<file path="config.mk">
export PLATFORM = sky130hd
export DESIGN_NAME = pco_position_compare
export DESIGN_NICKNAME = d
export VERILOG_FILES = /design/src/pco_pkg.sv /design/src/pco_position_compare.sv
export SDC_FILE = /design/constraint.sdc
export NUM_CORES = 2
export LEC_CHECK = 0
export BUFFER_PORTS_ARGS = -buffer_cell sky130_fd_sc_hd__buf_2
export CORE_MARGIN = 1
export CORE_UTILIZATION = 45
export CTS_CLUSTER_SIZE = 8
export DETAILED_ROUTE_END_ITERATION = 7
export GPL_ROUTABILITY_DRIVEN = 1
export PLACE_DENSITY_LB_ADDON = 0.12
export SLEW_MARGIN = 25
export SYNTH_ARGS = -nofsm -noshare
export SYNTH_HDL_FRONTEND = slang
export SYNTH_SLANG_ARGS = --single-unit
</file>
<file path="constraint.sdc">
create_clock -name clk -period 17.7 [get_ports clk]
set_input_delay 1.77 -clock clk [delete_from_list [all_inputs] [get_ports clk]]
set_output_delay 1.77 -clock clk [all_outputs]
set_load 0.05 [all_outputs]
</file>
<file path="src/pco_pkg.sv">
// Constants, types and register layout of the position compare output block
// Overview of operation
// - Compare live position, drive output after the set delay
// - Resolution code 0..10 halves counts per step
// - Mode bit0: absolute or incremental comparison
// - Mode bit1: single or cyclic pass, default 0
// - Settings take effect on enable rising edge
// - Output type selects idle and active level
// - Output form: timed pulse or held level
// - Pulse width 1..10000 units of 100 us; writes are not range-checked, any 14-bit value 0..16383 is kept
// - Output delay compensation 0..200 us; writes are not range-checked, any 8-bit value 0..255 is kept
// - Origin set loads position with offset
// - Start index default 1, end default 8
// - Pulse form attributes: skip, forward, backward, both
// - Level form attributes drive active or initial level
// - Each point holds signed 32-bit target
// - Pin assignment routes output to connector pin
package pco_pkg;
   // ======================================================
   // Register byte addresses
   localparam logic [7:0] A_CTRL   = 8'h00;
   localparam logic [7:0] A_MODE   = 8'h04;
   localparam logic [7:0] A_OUTCFG = 8'h08;
   localparam logic [7:0] A_PULSEW = 8'h0c;
   localparam logic [7:0] A_DELAY  = 8'h10;
   localparam logic [7:0] A_ORIGIN = 8'h14;
   localparam logic [7:0] A_START  = 8'h18;
   localparam logic [7:0] A_END    = 8'h1c;
   localparam logic [7:0] A_RES    = 8'h20;
   localparam logic [7:0] A_PIN    = 8'h24;
   localparam logic [7:0] A_STATUS = 8'h28;
   localparam logic [7:0] A_POS    = 8'h2c;
   localparam logic [7:0] A_PT     = 8'h40;
   localparam logic [7:0] A_PTEND  = 8'he0;
   // ======================================================
   // Field positions
   localparam int CTRL_EN     = 0;
   localparam int CTRL_ORIGIN = 1;
   localparam int MODE_INC    = 0;
   localparam int MODE_CYC    = 1;
   localparam int PT_TGT_SEL  = 2;
   // ======================================================
   // Ranges and reset values
   localparam int          NPTS      = 20;
   localparam logic [3:0]  RES_MAX   = 4'ha;
   localparam logic [3:0]  RES_DEF   = 4'h7;
   localparam logic [13:0] PW_DEF    = 14'h0064;
   localparam logic [4:0]  IDX_MIN   = 5'h01;
   localparam logic [4:0]  IDX_MAX   = 5'h14;
   localparam logic [4:0]  START_DEF = 5'h01;
   localparam logic [4:0]  END_DEF   = 5'h08;
   localparam logic [15:0] PIN_DEF   = 16'h0010;
   localparam logic [2:0]  AT_SKIP   = 3'h0;
   localparam logic [2:0]  AT_FWD    = 3'h1;
   localparam logic [2:0]  AT_BWD    = 3'h2;
   localparam logic [2:0]  AT_BOTH   = 3'h3;
   localparam logic [2:0]  AT_IFWD   = 3'h4;
   localparam logic [2:0]  AT_IBWD   = 3'h5;
   localparam logic [2:0]  AT_IBOTH  = 3'h6;
   localparam int          NPINS     = 14;
   // ======================================================
   // Timing
   localparam int CLK_NS  = 25;
   localparam int US_NS   = 1000;
   localparam int CYC_US  = (US_NS + CLK_NS - 1) / CLK_NS;
   localparam int UNIT_US = 100;
   // ======================================================
   // Types
   typedef struct packed {
      logic [1:0]  mode;
      logic        idleHigh;
      logic        levelForm;
      logic [13:0] pulseW;
      logic [7:0]  delay;
      logic [31:0] origin;
      logic [4:0]  startIdx;
      logic [4:0]  endIdx;
      logic [3:0]  res;
      logic [15:0] pinAssign;
   } pco_cfg_t;
   typedef enum logic [2:0] {
      S_IDLE = 3'b001,
      S_RUN  = 3'b010,
      S_DONE = 3'b100
   } pco_state_t;
endpackage

</file>
<file path="src/pco_position_compare.sv">
// Position compare output engine with its Avalon-MM register file
`timescale 1ns/100ps
module pco_position_compare
(
   input  wire logic                       clk,
   input  wire logic                       rst_n,
   input  wire logic [7:0]                 avAddress,
   input  wire logic                       avRead,
   input  wire logic                       avWrite,
   input  wire logic [31:0]                avWriteData,
   output logic      [31:0]                avReadData,
   output logic                            avWaitRequest,
   input  wire logic [31:0]                posIn,
   output logic                            cmpOut,
   output logic      [pco_pkg::NPINS-1:0]  pinOut
);
   // ======================================================
   // Register file
   pco_pkg::pco_cfg_t cfg, next_cfg;
   logic              en, next_en, ack, next_ack, originSet;
   logic [31:0]       next_rdData;
   logic [2:0]        ptAttr [pco_pkg::NPTS];
   logic [2:0]        next_ptAttr [pco_pkg::NPTS];
   logic [31:0]       ptTgt [pco_pkg::NPTS];
   logic [31:0]       next_ptTgt [pco_pkg::NPTS];
   logic [7:0]        ptOff;
   logic              inPt;
   pco_pkg::pco_state_t state, next_state;
   logic [4:0]        idx, next_idx;
   logic signed [31:0] pos, next_pos;
   logic              lvl, next_lvl;
   logic              pend;
   logic              actv;

   assign avWaitRequest = (avRead | avWrite) & ~ack;
   assign ptOff = avAddress - pco_pkg::A_PT;
   assign inPt  = (avAddress >= pco_pkg::A_PT) && (avAddress < pco_pkg::A_PTEND);

   always_comb
   begin
      next_cfg    = cfg;
      next_en     = en;
      next_ptAttr = ptAttr;
      next_ptTgt  = ptTgt;
      next_ack    = (avRead | avWrite) & ~ack;
      next_rdData = '0;
      originSet   = 1'b0;
      if (avWrite && ack)
      begin
         if (inPt && ptOff[pco_pkg::PT_TGT_SEL])
            next_ptTgt[ptOff[7:3]] = avWriteData;
         else if (inPt)
            next_ptAttr[ptOff[7:3]] = avWriteData[2:0];
         else
            case (avAddress)
               pco_pkg::A_CTRL:
               begin
                  next_en   = avWriteData[pco_pkg::CTRL_EN];
                  originSet = avWriteData[pco_pkg::CTRL_ORIGIN];
               end
               pco_pkg::A_MODE:   next_cfg.mode = avWriteData[1:0];
               pco_pkg::A_OUTCFG:
               begin
                  next_cfg.idleHigh  = avWriteData[0];
                  next_cfg.levelForm = avWriteData[1];
               end
               pco_pkg::A_PULSEW: next_cfg.pulseW = avWriteData[13:0];
               pco_pkg::A_DELAY:  next_cfg.delay = avWriteData[7:0];
               pco_pkg::A_ORIGIN: next_cfg.origin = avWriteData;
               pco_pkg::A_START:
                  if (avWriteData[4:0] >= pco_pkg::IDX_MIN && avWriteData[4:0] <= pco_pkg::IDX_MAX)
                     next_cfg.startIdx = avWriteData[4:0];
               pco_pkg::A_END:
                  if (avWriteData[4:0] >= pco_pkg::IDX_MIN && avWriteData[4:0] <= pco_pkg::IDX_MAX)
                     next_cfg.endIdx = avWriteData[4:0];
               pco_pkg::A_RES:
                  if (avWriteData[3:0] <= pco_pkg::RES_MAX)
                     next_cfg.res = avWriteData[3:0];
               pco_pkg::A_PIN:    next_cfg.pinAssign = avWriteData[15:0];
               default: ;
            endcase
      end
      if (avRead && !ack)
      begin
         if (inPt && ptOff[pco_pkg::PT_TGT_SEL])
            next_rdData = ptTgt[ptOff[7:3]];
         else if (inPt)
            next_rdData = {29'h0, ptAttr[ptOff[7:3]]};
         else
            case (avAddress)
               pco_pkg::A_CTRL:   next_rdData = {31'h0, en};
               pco_pkg::A_MODE:   next_rdData = {30'h0, cfg.mode};
               pco_pkg::A_OUTCFG: next_rdData = {30'h0, cfg.levelForm, cfg.idleHigh};
               pco_pkg::A_PULSEW: next_rdData = {18'h0, cfg.pulseW};
               pco_pkg::A_DELAY:  next_rdData = {24'h0, cfg.delay};
               pco_pkg::A_ORIGIN: next_rdData = cfg.origin;
               pco_pkg::A_START:  next_rdData = {27'h0, cfg.startIdx};
               pco_pkg::A_END:    next_rdData = {27'h0, cfg.endIdx};
               pco_pkg::A_RES:    next_rdData = {28'h0, cfg.res};
               pco_pkg::A_PIN:    next_rdData = {16'h0, cfg.pinAssign};
               pco_pkg::A_STATUS:
                  next_rdData = {16'h0, 3'h0, idx, 3'h0, actv, pend, lvl, state[2], state[1]};
               pco_pkg::A_POS:    next_rdData = pos;
               default:           next_rdData = '0;
            endcase
      end
   end

   always_ff @(posedge clk or negedge rst_n)
   begin
      if (!rst_n)
      begin
         cfg <= '{mode: 2'h0, idleHigh: 1'b0, levelForm: 1'b0, pulseW: pco_pkg::PW_DEF,
                  delay: 8'h00, origin: 32'h0, startIdx: pco_pkg::START_DEF,
                  endIdx: pco_pkg::END_DEF, res: pco_pkg::RES_DEF,
                  pinAssign: pco_pkg::PIN_DEF};
         en         <= 1'b0;
         ack        <= 1'b0;
         avReadData <= '0;
         for (int i = 0; i < pco_pkg::NPTS; i++)
         begin
            ptAttr[i] <= pco_pkg::AT_SKIP;
            ptTgt[i]  <= 32'h0;
         end
      end
      else
      begin
         cfg        <= next_cfg;
         en         <= next_en;
         ack        <= next_ack;
         avReadData <= next_rdData;
         ptAttr     <= next_ptAttr;
         ptTgt      <= next_ptTgt;
      end
   end

   // ======================================================
   // Compare engine
   pco_pkg::pco_cfg_t act, next_act;
   logic [2:0]         aAttr [pco_pkg::NPTS];
   logic [2:0]         next_aAttr [pco_pkg::NPTS];
   logic [31:0]        aTgt [pco_pkg::NPTS];
   logic [31:0]        next_aTgt [pco_pkg::NPTS];
   logic signed [31:0] base, next_base, prevScaled, next_prevScaled;
   logic signed [31:0] scaled, curPos, tgt;
   logic               enD, enRise, usTick;
   logic [5:0]         usCnt, next_usCnt;
   logic               next_pend, pendAct, next_pendAct, next_actv;
   logic [7:0]         dcnt, next_dcnt;
   logic [19:0]        wcnt, next_wcnt;
   logic [4:0]         ix;
   logic [2:0]         at;
   logic               fwd, bwd, hit, skip, trig, trigAct, fire, fireAct;
   logic [pco_pkg::NPINS-1:0] next_pins;

   assign enRise = en & ~enD;
   assign usTick = usCnt == 6'(pco_pkg::CYC_US - 1);
   assign ix     = idx - 5'h01;
   assign at     = aAttr[ix];
   assign scaled = $signed(posIn) >>> act.res;
   assign curPos = pos + (scaled - prevScaled);
   assign tgt    = act.mode[pco_pkg::MODE_INC] ? base + $signed(aTgt[ix])
                                               : $signed(aTgt[ix]);
   assign fwd    = (pos < tgt) && (curPos >= tgt);
   assign bwd    = (pos > tgt) && (curPos <= tgt);

   always_comb
   begin
      hit     = 1'b0;
      trigAct = 1'b1;
      skip    = (at == pco_pkg::AT_SKIP) || (at > pco_pkg::AT_IBOTH)
                || (!act.levelForm && at >= pco_pkg::AT_IFWD);
      case (at)
         pco_pkg::AT_FWD, pco_pkg::AT_IFWD:   hit = fwd;
         pco_pkg::AT_BWD, pco_pkg::AT_IBWD:   hit = bwd;
         pco_pkg::AT_BOTH, pco_pkg::AT_IBOTH: hit = fwd | bwd;
         default:                             hit = 1'b0;
      endcase
      if (at >= pco_pkg::AT_IFWD)
         trigAct = 1'b0;
      if (skip)
         hit = 1'b0;
      trig = (state == pco_pkg::S_RUN) && en && !enRise && hit;
   end

   always_comb
   begin
      next_act        = act;
      next_aAttr      = aAttr;
      next_aTgt       = aTgt;
      next_state      = state;
      next_idx        = idx;
      next_pos        = pos;
      next_base       = base;
      next_prevScaled = scaled;
      next_usCnt      = (usTick || trig) ? 6'h00 : usCnt + 6'h01;
      next_pend       = pend;
      next_pendAct    = pendAct;
      next_dcnt       = dcnt;
      next_actv       = actv;
      next_wcnt       = wcnt;
      next_lvl        = lvl;
      fire            = 1'b0;
      fireAct         = trigAct;
      if (enRise)
      begin
         next_act        = cfg;
         next_aAttr      = ptAttr;
         next_aTgt       = ptTgt;
         next_state      = pco_pkg::S_RUN;
         next_idx        = cfg.startIdx;
         next_pos        = cfg.origin;
         next_base       = cfg.origin;
         next_prevScaled = $signed(posIn) >>> cfg.res;
         next_pend       = 1'b0;
         next_actv       = 1'b0;
         next_lvl        = cfg.idleHigh;
      end
      else if (!en)
      begin
         next_state = pco_pkg::S_IDLE;
         next_pend  = 1'b0;
         next_actv  = 1'b0;
         next_lvl   = act.idleHigh;
      end
      else
      begin
         next_pos = originSet ? act.origin : curPos;
         if (state == pco_pkg::S_RUN && (skip || hit))
         begin
            if (hit)
               next_base = tgt;
            if (idx == act.endIdx)
            begin
               if (act.mode[pco_pkg::MODE_CYC])
                  next_idx = act.startIdx;
               else
                  next_state = pco_pkg::S_DONE;
            end
            else
               next_idx = (idx == pco_pkg::IDX_MAX) ? pco_pkg::IDX_MIN : idx + 5'h01;
         end
         if (trig && act.delay == 8'h00)
            fire = 1'b1;
         else if (trig)
         begin
            next_pend    = 1'b1;
            next_pendAct = trigAct;
            next_dcnt    = act.delay;
         end
         else if (pend && usTick)
         begin
            next_dcnt = dcnt - 8'h01;
            if (dcnt == 8'h01)
            begin
               fire      = 1'b1;
               fireAct   = pendAct;
               next_pend = 1'b0;
            end
         end
         if (fire && !act.levelForm)
         begin
            next_actv = 1'b1;
            next_wcnt = 20'(act.pulseW * 20'(pco_pkg::UNIT_US));
            next_lvl  = ~act.idleHigh;
         end
         else if (fire)
            next_lvl = fireAct ? ~act.idleHigh : act.idleHigh;
         else if (actv && usTick)
         begin
            next_wcnt = wcnt - 20'h00001;
            if (wcnt <= 20'h00001)
            begin
               next_actv = 1'b0;
               next_lvl  = act.idleHigh;
            end
         end
      end
      for (int i = 0; i < pco_pkg::NPINS; i++)
         next_pins[i] = (4'(i) == next_act.pinAssign[7:4]) ? next_lvl : 1'b0;
   end

   always_ff @(posedge clk or negedge rst_n)
   begin
      if (!rst_n)
      begin
         act <= '{mode: 2'h0, idleHigh: 1'b0, levelForm: 1'b0, pulseW: pco_pkg::PW_DEF,
                  delay: 8'h00, origin: 32'h0, startIdx: pco_pkg::START_DEF,
                  endIdx: pco_pkg::END_DEF, res: pco_pkg::RES_DEF,
                  pinAssign: pco_pkg::PIN_DEF};
         for (int i = 0; i < pco_pkg::NPTS; i++)
         begin
            aAttr[i] <= pco_pkg::AT_SKIP;
            aTgt[i]  <= 32'h0;
         end
         state      <= pco_pkg::S_IDLE;
         idx        <= pco_pkg::START_DEF;
         pos        <= '0;
         base       <= '0;
         prevScaled <= '0;
         enD        <= 1'b0;
         usCnt      <= 6'h00;
         pend       <= 1'b0;
         pendAct    <= 1'b0;
         dcnt       <= 8'h00;
         actv       <= 1'b0;
         wcnt       <= 20'h00000;
         lvl        <= 1'b0;
         pinOut     <= '0;
      end
      else
      begin
         act        <= next_act;
         aAttr      <= next_aAttr;
         aTgt       <= next_aTgt;
         state      <= next_state;
         idx        <= next_idx;
         pos        <= next_pos;
         base       <= next_base;
         prevScaled <= next_prevScaled;
         enD        <= en;
         usCnt      <= next_usCnt;
         pend       <= next_pend;
         pendAct    <= next_pendAct;
         dcnt       <= next_dcnt;
         actv       <= next_actv;
         wcnt       <= next_wcnt;
         lvl        <= next_lvl;
         pinOut     <= next_pins;
      end
   end

   assign cmpOut = lvl;
endmodule

</file>
==> After elaboration in Yosys (flattened, before gate mapping) <==
Index checks and enable logic that the tools add are counted.
{ "totals": {"regBits": 1759, "elab_cells": 361, "inputBits": 76, "out_inout_bits": 48} }
{ "op_classes": {"reduce_logical": 56, "order_cmp": 15, "shifts": 2, "eq_ne": 46, "n_addsub": 9, "mul": 1, "n_mux": 101, "bitwise_logic": 13} }
{ "op_table": {"columns": ["operator", "n"], "rows": [
  ["640-bit bitwise mux", 1],
  ["32-bit two-way mux", 17],
  ["32-bit one-hot mux with 12 select lines", 1],
  ["32-bit binary-select mux with 5-bit select", 2],
  ["32-bit demux with 5-bit select", 1],
  ["32-bit adder", 2],
  ["32-bit by 4-bit >>> shifter with 32-bit output", 2],
  ["60-bit bitwise mux", 1],
  ["20-bit two-way mux", 3],
  ["1-bit two-way mux", 51],
  ["4-bit AND reduction", 10],
  ["8-bit by 5-bit == test with 1-bit output, second input constant", 4],
  ["8-bit by 6-bit == test with 1-bit output, second input constant", 4],
  ["32-bit greater-or-equal comparator", 1],
  ["32-bit > comparator", 1],
  ["32-bit less-or-equal comparator", 1],
  ["32-bit less-than comparator", 1],
  ["32-bit subtractor", 1],
  ["3-bit binary-select mux with 5-bit select", 2],
  ["3-bit two-way mux", 10],
  ["5-bit two-way mux", 6],
  ["4-bit == test, first input constant", 6],
  ["8-bit two-way mux", 3],
  ["20-bit by 1-bit less-or-equal comparator with 1-bit output, second input constant", 1],
  ["52 further kinds", 111]
]} }

==> Depth between registers and ports, before layout <==
{ "logic_depth": {"word_depth": 23, "ltp_mapped": 50, "mapped_depth_nobuf": 37} }

==> Worst setup path after synthesis <==
No wires, ideal clock.
{ "synth_path": {"kind": "register to register", "startpoint": "register idx[0]", "endpoint": "register dcnt[1]", "arrival_time_ns": 12.244, "setup_ns": 0.125, "path_stages_with_launch": 47, "synth_period_minus_slack_ns": 12.369, "required_time_ns": 17.575, "path_slack_ns": 5.331, "path_buffers": 13, "cell_sequence": "dfstp_2 -> buf_6 -> buf_4 -> buf_2 -> clkbuf_1 -> buf_2 -> buf_1 -> clkbuf_1 -> inv_1 -> ha_1 -> buf_2 -> buf_1 -> clkbuf_1 -> buf_1 -> clkbuf_1 -> clkbuf_1 -> mux4_2 -> nand2_1 -> (+11 left out) -> o41ai_1 -> xnor2_1 -> nand2_1 -> xnor2_1 -> ha_1 -> nand2_1 -> nor3_1 -> nand2_1 -> nor2_1 -> inv_1 -> or4b_4 -> o211a_4 -> mux2i_4 -> mux2_4 -> nor3_1 -> mux2_4 -> nor2_2 -> mux2_2"} }
{ "synth_via": {"elab_chain_cells": 16, "elab_cells_between_ends": 40, "classes_between": "add/sub (2); order compare (6); eq/ne (6); mux (10); bitwise (3); reduce/logical (13)"} }
{ "synth_lines": {"columns": ["element", "line_no", "text"], "rows": [
  ["start, declared", "pco_position_compare.sv:29", "logic [4:0] idx, next_idx;"],
  ["start signal, assigned", "pco_position_compare.sv:297", "idx <= pco_pkg::START_DEF;"],
  ["start signal, assigned", "pco_position_compare.sv:317", "idx <= next_idx;"],
  ["5-bit by 1-bit subtractor with 5-bit output *", "pco_position_compare.sv:158", "assign ix = idx - 5'h01;"],
  ["5-bit inverter with 6-bit output (not written as such) *", "pco_position_compare.sv:159, pco_position_compare.sv:162, pco_position_compare.sv:163", null],
  ["32-bit binary-select mux with 5-bit select", "pco_position_compare.sv:162, pco_position_compare.sv:163", null],
  ["32-bit two-way mux (not written as such) (2 in a row)", "pco_position_compare.sv:162, pco_position_compare.sv:163", null],
  ["32-bit adder", "pco_position_compare.sv:162", "assign tgt = act.mode[pco_pkg::MODE_INC] ? base + $signed(aTgt[ix])"],
  ["32-bit two-way mux", "pco_position_compare.sv:162", null],
  ["32-bit less-than comparator, or another cell as far along", "pco_position_compare.sv:164", "assign fwd = (pos < tgt) && (curPos >= tgt);"],
  ["1-bit logical AND (on tied branches)", "pco_position_compare.sv:164, pco_position_compare.sv:165", null],
  ["1-bit OR", "pco_position_compare.sv:176", "pco_pkg::AT_BOTH, pco_pkg::AT_IBOTH: hit = fwd | bwd;"],
  ["1-bit one-hot mux with 3 select lines", "pco_position_compare.sv:173", "case (at)"],
  ["1-bit two-way mux *", "pco_position_compare.sv:181", "if (skip)"],
  ["1-bit logical AND *", "pco_position_compare.sv:183", "trig = (state == pco_pkg::S_RUN) && en && !enRise && hit;"],
  ["1-bit logical AND", "pco_position_compare.sv:243", "if (trig && act.delay == 8'h00)"],
  ["1-bit inverter (no line)", null, null],
  ["4-bit AND reduction (no line)", null, null],
  ["end signal, assigned", "pco_position_compare.sv:325", "dcnt <= next_dcnt;"],
  ["end, declared", "pco_position_compare.sv:149", "logic [7:0] dcnt, next_dcnt;"]
]} }
Mark *: on every way between the ends. The rest lies on a longest branch, timed or not. The select of a mux whose other input is x is not followed.
A chain may end at the register's enable or synchronous reset.

==> Worst setup path after layout <==
{ "layout_path": {"startpoint": "register idx[0]", "endpoint": "register wcnt[6]"} }
{ "layout_via": {"elab_chain_cells": 20, "elab_cells_between_ends": 45, "classes_between": "add/sub (2); order compare (6); eq/ne (7); mux (14); bitwise (2); reduce/logical (14)"} }
{ "layout_lines": {"columns": ["element", "line_no", "text"], "rows": [
  ["5-bit by 1-bit subtractor with 5-bit output *", "pco_position_compare.sv:158", null],
  ["5-bit inverter with 6-bit output (not written as such) *", "pco_position_compare.sv:159, pco_position_compare.sv:162, pco_position_compare.sv:163", null],
  ["32-bit binary-select mux with 5-bit select", "pco_position_compare.sv:162, pco_position_compare.sv:163", null],
  ["32-bit two-way mux (not written as such) (2 in a row)", "pco_position_compare.sv:162, pco_position_compare.sv:163", null],
  ["32-bit adder", "pco_position_compare.sv:162", null],
  ["32-bit two-way mux", "pco_position_compare.sv:162", null],
  ["32-bit less-than comparator, or another cell as far along", "pco_position_compare.sv:164", null],
  ["1-bit logical AND (on tied branches)", "pco_position_compare.sv:164, pco_position_compare.sv:165", null],
  ["(+3 left out)", null, null],
  ["1-bit logical AND *", "pco_position_compare.sv:183", null],
  ["1-bit two-way mux / 1-bit logical AND (equally long branches)", "pco_position_compare.sv:245, pco_position_compare.sv:243", null],
  ["1-bit two-way mux *", "pco_position_compare.sv:243", null],
  ["1-bit two-way mux *", "pco_position_compare.sv:219", "else if (!en)"],
  ["1-bit two-way mux *", "pco_position_compare.sv:205", "if (enRise)"],
  ["1-bit logical AND", "pco_position_compare.sv:261", "if (fire && !act.levelForm)"],
  ["2-bit by 1-bit != test with 1-bit output (no line) / 2-bit nonzero test (equally long branches)", null, null],
  ["4-bit AND reduction (no line)", null, null],
  ["end signal, assigned", "pco_position_compare.sv:327", "wcnt <= next_wcnt;"],
  ["end, declared", "pco_position_compare.sv:150", "logic [19:0] wcnt, next_wcnt;"]
]} }
Marks and branches as above.

==> flow_metrics.tcl <==
set metrics [dict create \
    fin_cells 10900 \
    drt_first_pass_iters 8 \
    cts_max_level 4 \
    post-cts-setup-buffer-count 0 \
    cpMaxStageDelayCell "dfstp_4" \
    wire_per_inst_um 25.8 \
    r2r_slack_ns 5.41 \
    ctsResizeCount 0 \
    ys_warn_count 0 \
    grt_usage_pct 28.5 \
    synth_top_cell_by_area "dfrtp_1" \
    syn2layout_area_growth_pct 11.0 \
    avgSynthCellArea_um2 10.8 \
    grt_pass1_vias 64800 \
    final_area_mm2 0.0985 \
    pwr_density_cell_mw_per_mm2 103 \
    fin_util_pct 50.4 \
    place_area_mm2 0.0918 \
    finalSetupTns_ns 0 \
    drv_cap 0 \
    crit_path_start_kind "flop" \
    crit_end "wcnt[6]" \
    synth_seq_cells 1755 \
    slew_headroom_pct 23.4 \
    postRouteAntennaNets 0 \
    wl_mm 280 \
    synthFlopType "dfrtp_1" \
    fmax_ghz 0.0813 \
    die-area_mm2 0.199 \
    vdd_drop_max_mv 0.0957 \
    hold_ws_ns 0.456 \
    async_flop_share_pct 100 \
    worstSetupEndpointType "flop" \
    syn_inst 8243 \
    grt_max_degree 180 \
    nets 8476 \
    cp_top_family "compound AO/OA/AOI/OAI gates" \
    hold_buffers 0 \
    syn_nets 8540 \
    num_io_pins 124 \
    tightest_slew_ns 1.15 \
    synth_edf_count 0 \
    synth.area.top_cells "dfrtp_1 49%, nand2_1 12%, mux4_2 10%" \
    clk_pin_slew_ns 0.05 \
    die_y_um 446 \
    grt_overflow_total 0 \
    synth_top_area_share_pct 49.0 \
    status "complete, no violations" \
    cts_sinks 1755 \
    period_minus_slack_ns 12.29 \
    synth.top_cells.by_count "2,723 x nand2_1, 1,735 x dfrtp_1, 818 x mux2_2" \
    die_x_um 446 \
    fin_skew_ns 0.0538 \
    hold_violations 0 \
    drc 0 \
    dp_cells 10600 \
    rsz0062_at_grt "false" \
    setup_viol 0 \
    antenna_found_initial 17 \
    vias_per_cell 5.90 \
    rows 162 \
    cts_buffers 239 \
    gp_congestion 0.885 \
    cpPeakStageDelay_ns 1.06 \
    crit_top_cell "nand2_1" \
    path_class "reg -> reg" \
    dp_slack_ns 5.50 \
    cp.required_ns 18.47 \
    grt_first_pass_wirelength_mm 426 \
    seq_area_frac_synth_pct 49.5 \
    r2r_cells 38 \
    worst-path-buf-inv 5 \
    leakage_nw 48.2 \
    yosysMostFrequentCell "nand2_1" \
    cp_num_cells 38 \
    drive_gt1_share_pct 22.4 \
    core_mm2 0.195 \
    p_total_mw 10.2 \
    hpwlAfterDp_mm 176 \
    min_period_over_period_pct 69.5 \
    r2r-start "idx[0]" \
    drt_iter0_markers 5873 \
    netlist_area_mm2 0.0887 \
    clock_latency_ns 0.91 \
    cts_tree "yes" \
    clockBufferDepth 3 \
    crit_path_max_fanout 38 \
    maxSlewViolCount 0 \
    rr_endpoint "wcnt[6]" \
    worst_slack_ns 5.41 \
    crit_path_start "idx[0]" \
    ctsRootBufferMaster "clkbuf_16" \
    synth.distinct_cells 105 \
    vias 64100 \
    io_buffer_count 123 \
    initial_core_util_pct 45.4 \
    hp-class "reg -> reg" \
    cp_data_arrival_time_ns 13.07 \
]
kinds of logic after synthesis:
family	share of synthesized area [%]
flip-flops	49.5
XOR/XNOR	0.839
AND/OR/NAND/NOR	14.9
adder cells (fa/ha/maj)	3.48
multiplexers	21.7
buffers and inverters	3.30
AO/OA/AOI/OAI	6.24
how the worst min path moves through the flow:
| stage | end | slack (ns) | start | cells past startpoint |
|---|---|---|---|---|
| final | ack | 0.46 | ack | 1 |
| after global routing | aTgt[407] | 0.48 | aTgt[407] | 2 |
| after CTS | ack | 0.46 | ack | 1 |
| after detailed placement | ack | 0.45 | ack | 1 |
| after global placement | ack | 0.44 | ack | 1 |
| after floorplan | usCnt[0] | 0.43 | usCnt[0] | 1 |
metal layers:
layer	share of wire, %	up-vias	global-route usage [%]
li1	-	28200	-
met1	45	33400	41.4
met2	46	2057	44.3
met3	5.7	455	3.97
met4	3.0	12	9.01
met5	0.024	-	0
state kept, by name, indices dropped and copies added, names as in the netlist, 32 cells and up:
register / cells
cfg: 88
aAttr: 60
avReadData: 32
pos: 32
prevScaled: 32
act: 76
ptTgt: 640
ptAttr: 60
base: 32
aTgt: 640
power by group:
group	total [mW]	internal (mW)	switching (mW)	leakage [nW]
Combinational	1.69	0.637	1.05	21.1
Clock	4.16	2.43	1.73	3.17
Sequential	4.33	4.18	0.153	23.9
Total	10.2	7.25	2.94	48.2
cell type report:
type,instances,area (um^2)
antenna,4,10.0
clock buffer,277,6240
clock inverter,13,273
fill,17600,96900
inverter,207,778
multi-input combinational,5724,42100
sequential,1755,43900
tap,2624,3280
timing repair buffer,252,1820
worst register-to-register path, delay by kind of cell (launching register included):
kind / cells / cell delay (ns)
adder cells (fa/ha/maj): 3 / 1.43
AO/OA/AOI/OAI: 11 / 3.44
multiplexers: 3 / 1.14
flip-flops: 1 / 1.06
AND/OR/NAND/NOR: 14 / 2.97
XOR/XNOR: 2 / 0.39
buffers and inverters: 5 / 1.76
placed cells by master (no fill, tap or decap), types with 22 or more instances in the layout:
master / n
a211oi_1: 28
a21o_1: 45
a21oi_1: 156
a222oi_1: 28
a22o_1: 34
a22oi_1: 28
a31oi_1: 22
buf_2: 119
buf_4: 109
clkbuf_1: 31
clkbuf_16: 243
dfrtp_1: 1732
fa_1: 41
ha_1: 178
inv_1: 200
mux2_2: 818
mux2i_1: 73
mux4_2: 411
nand2_1: 2722
nand2b_1: 28
nand3_1: 84
nand4_1: 26
nor2_1: 208
nor2_4: 22
nor2b_1: 26
nor3_1: 65
o211ai_1: 42
o21a_1: 22
o21ai_0: 207
xnor2_1: 54
xor2_1: 26
(Power assumes the default switching activity.)
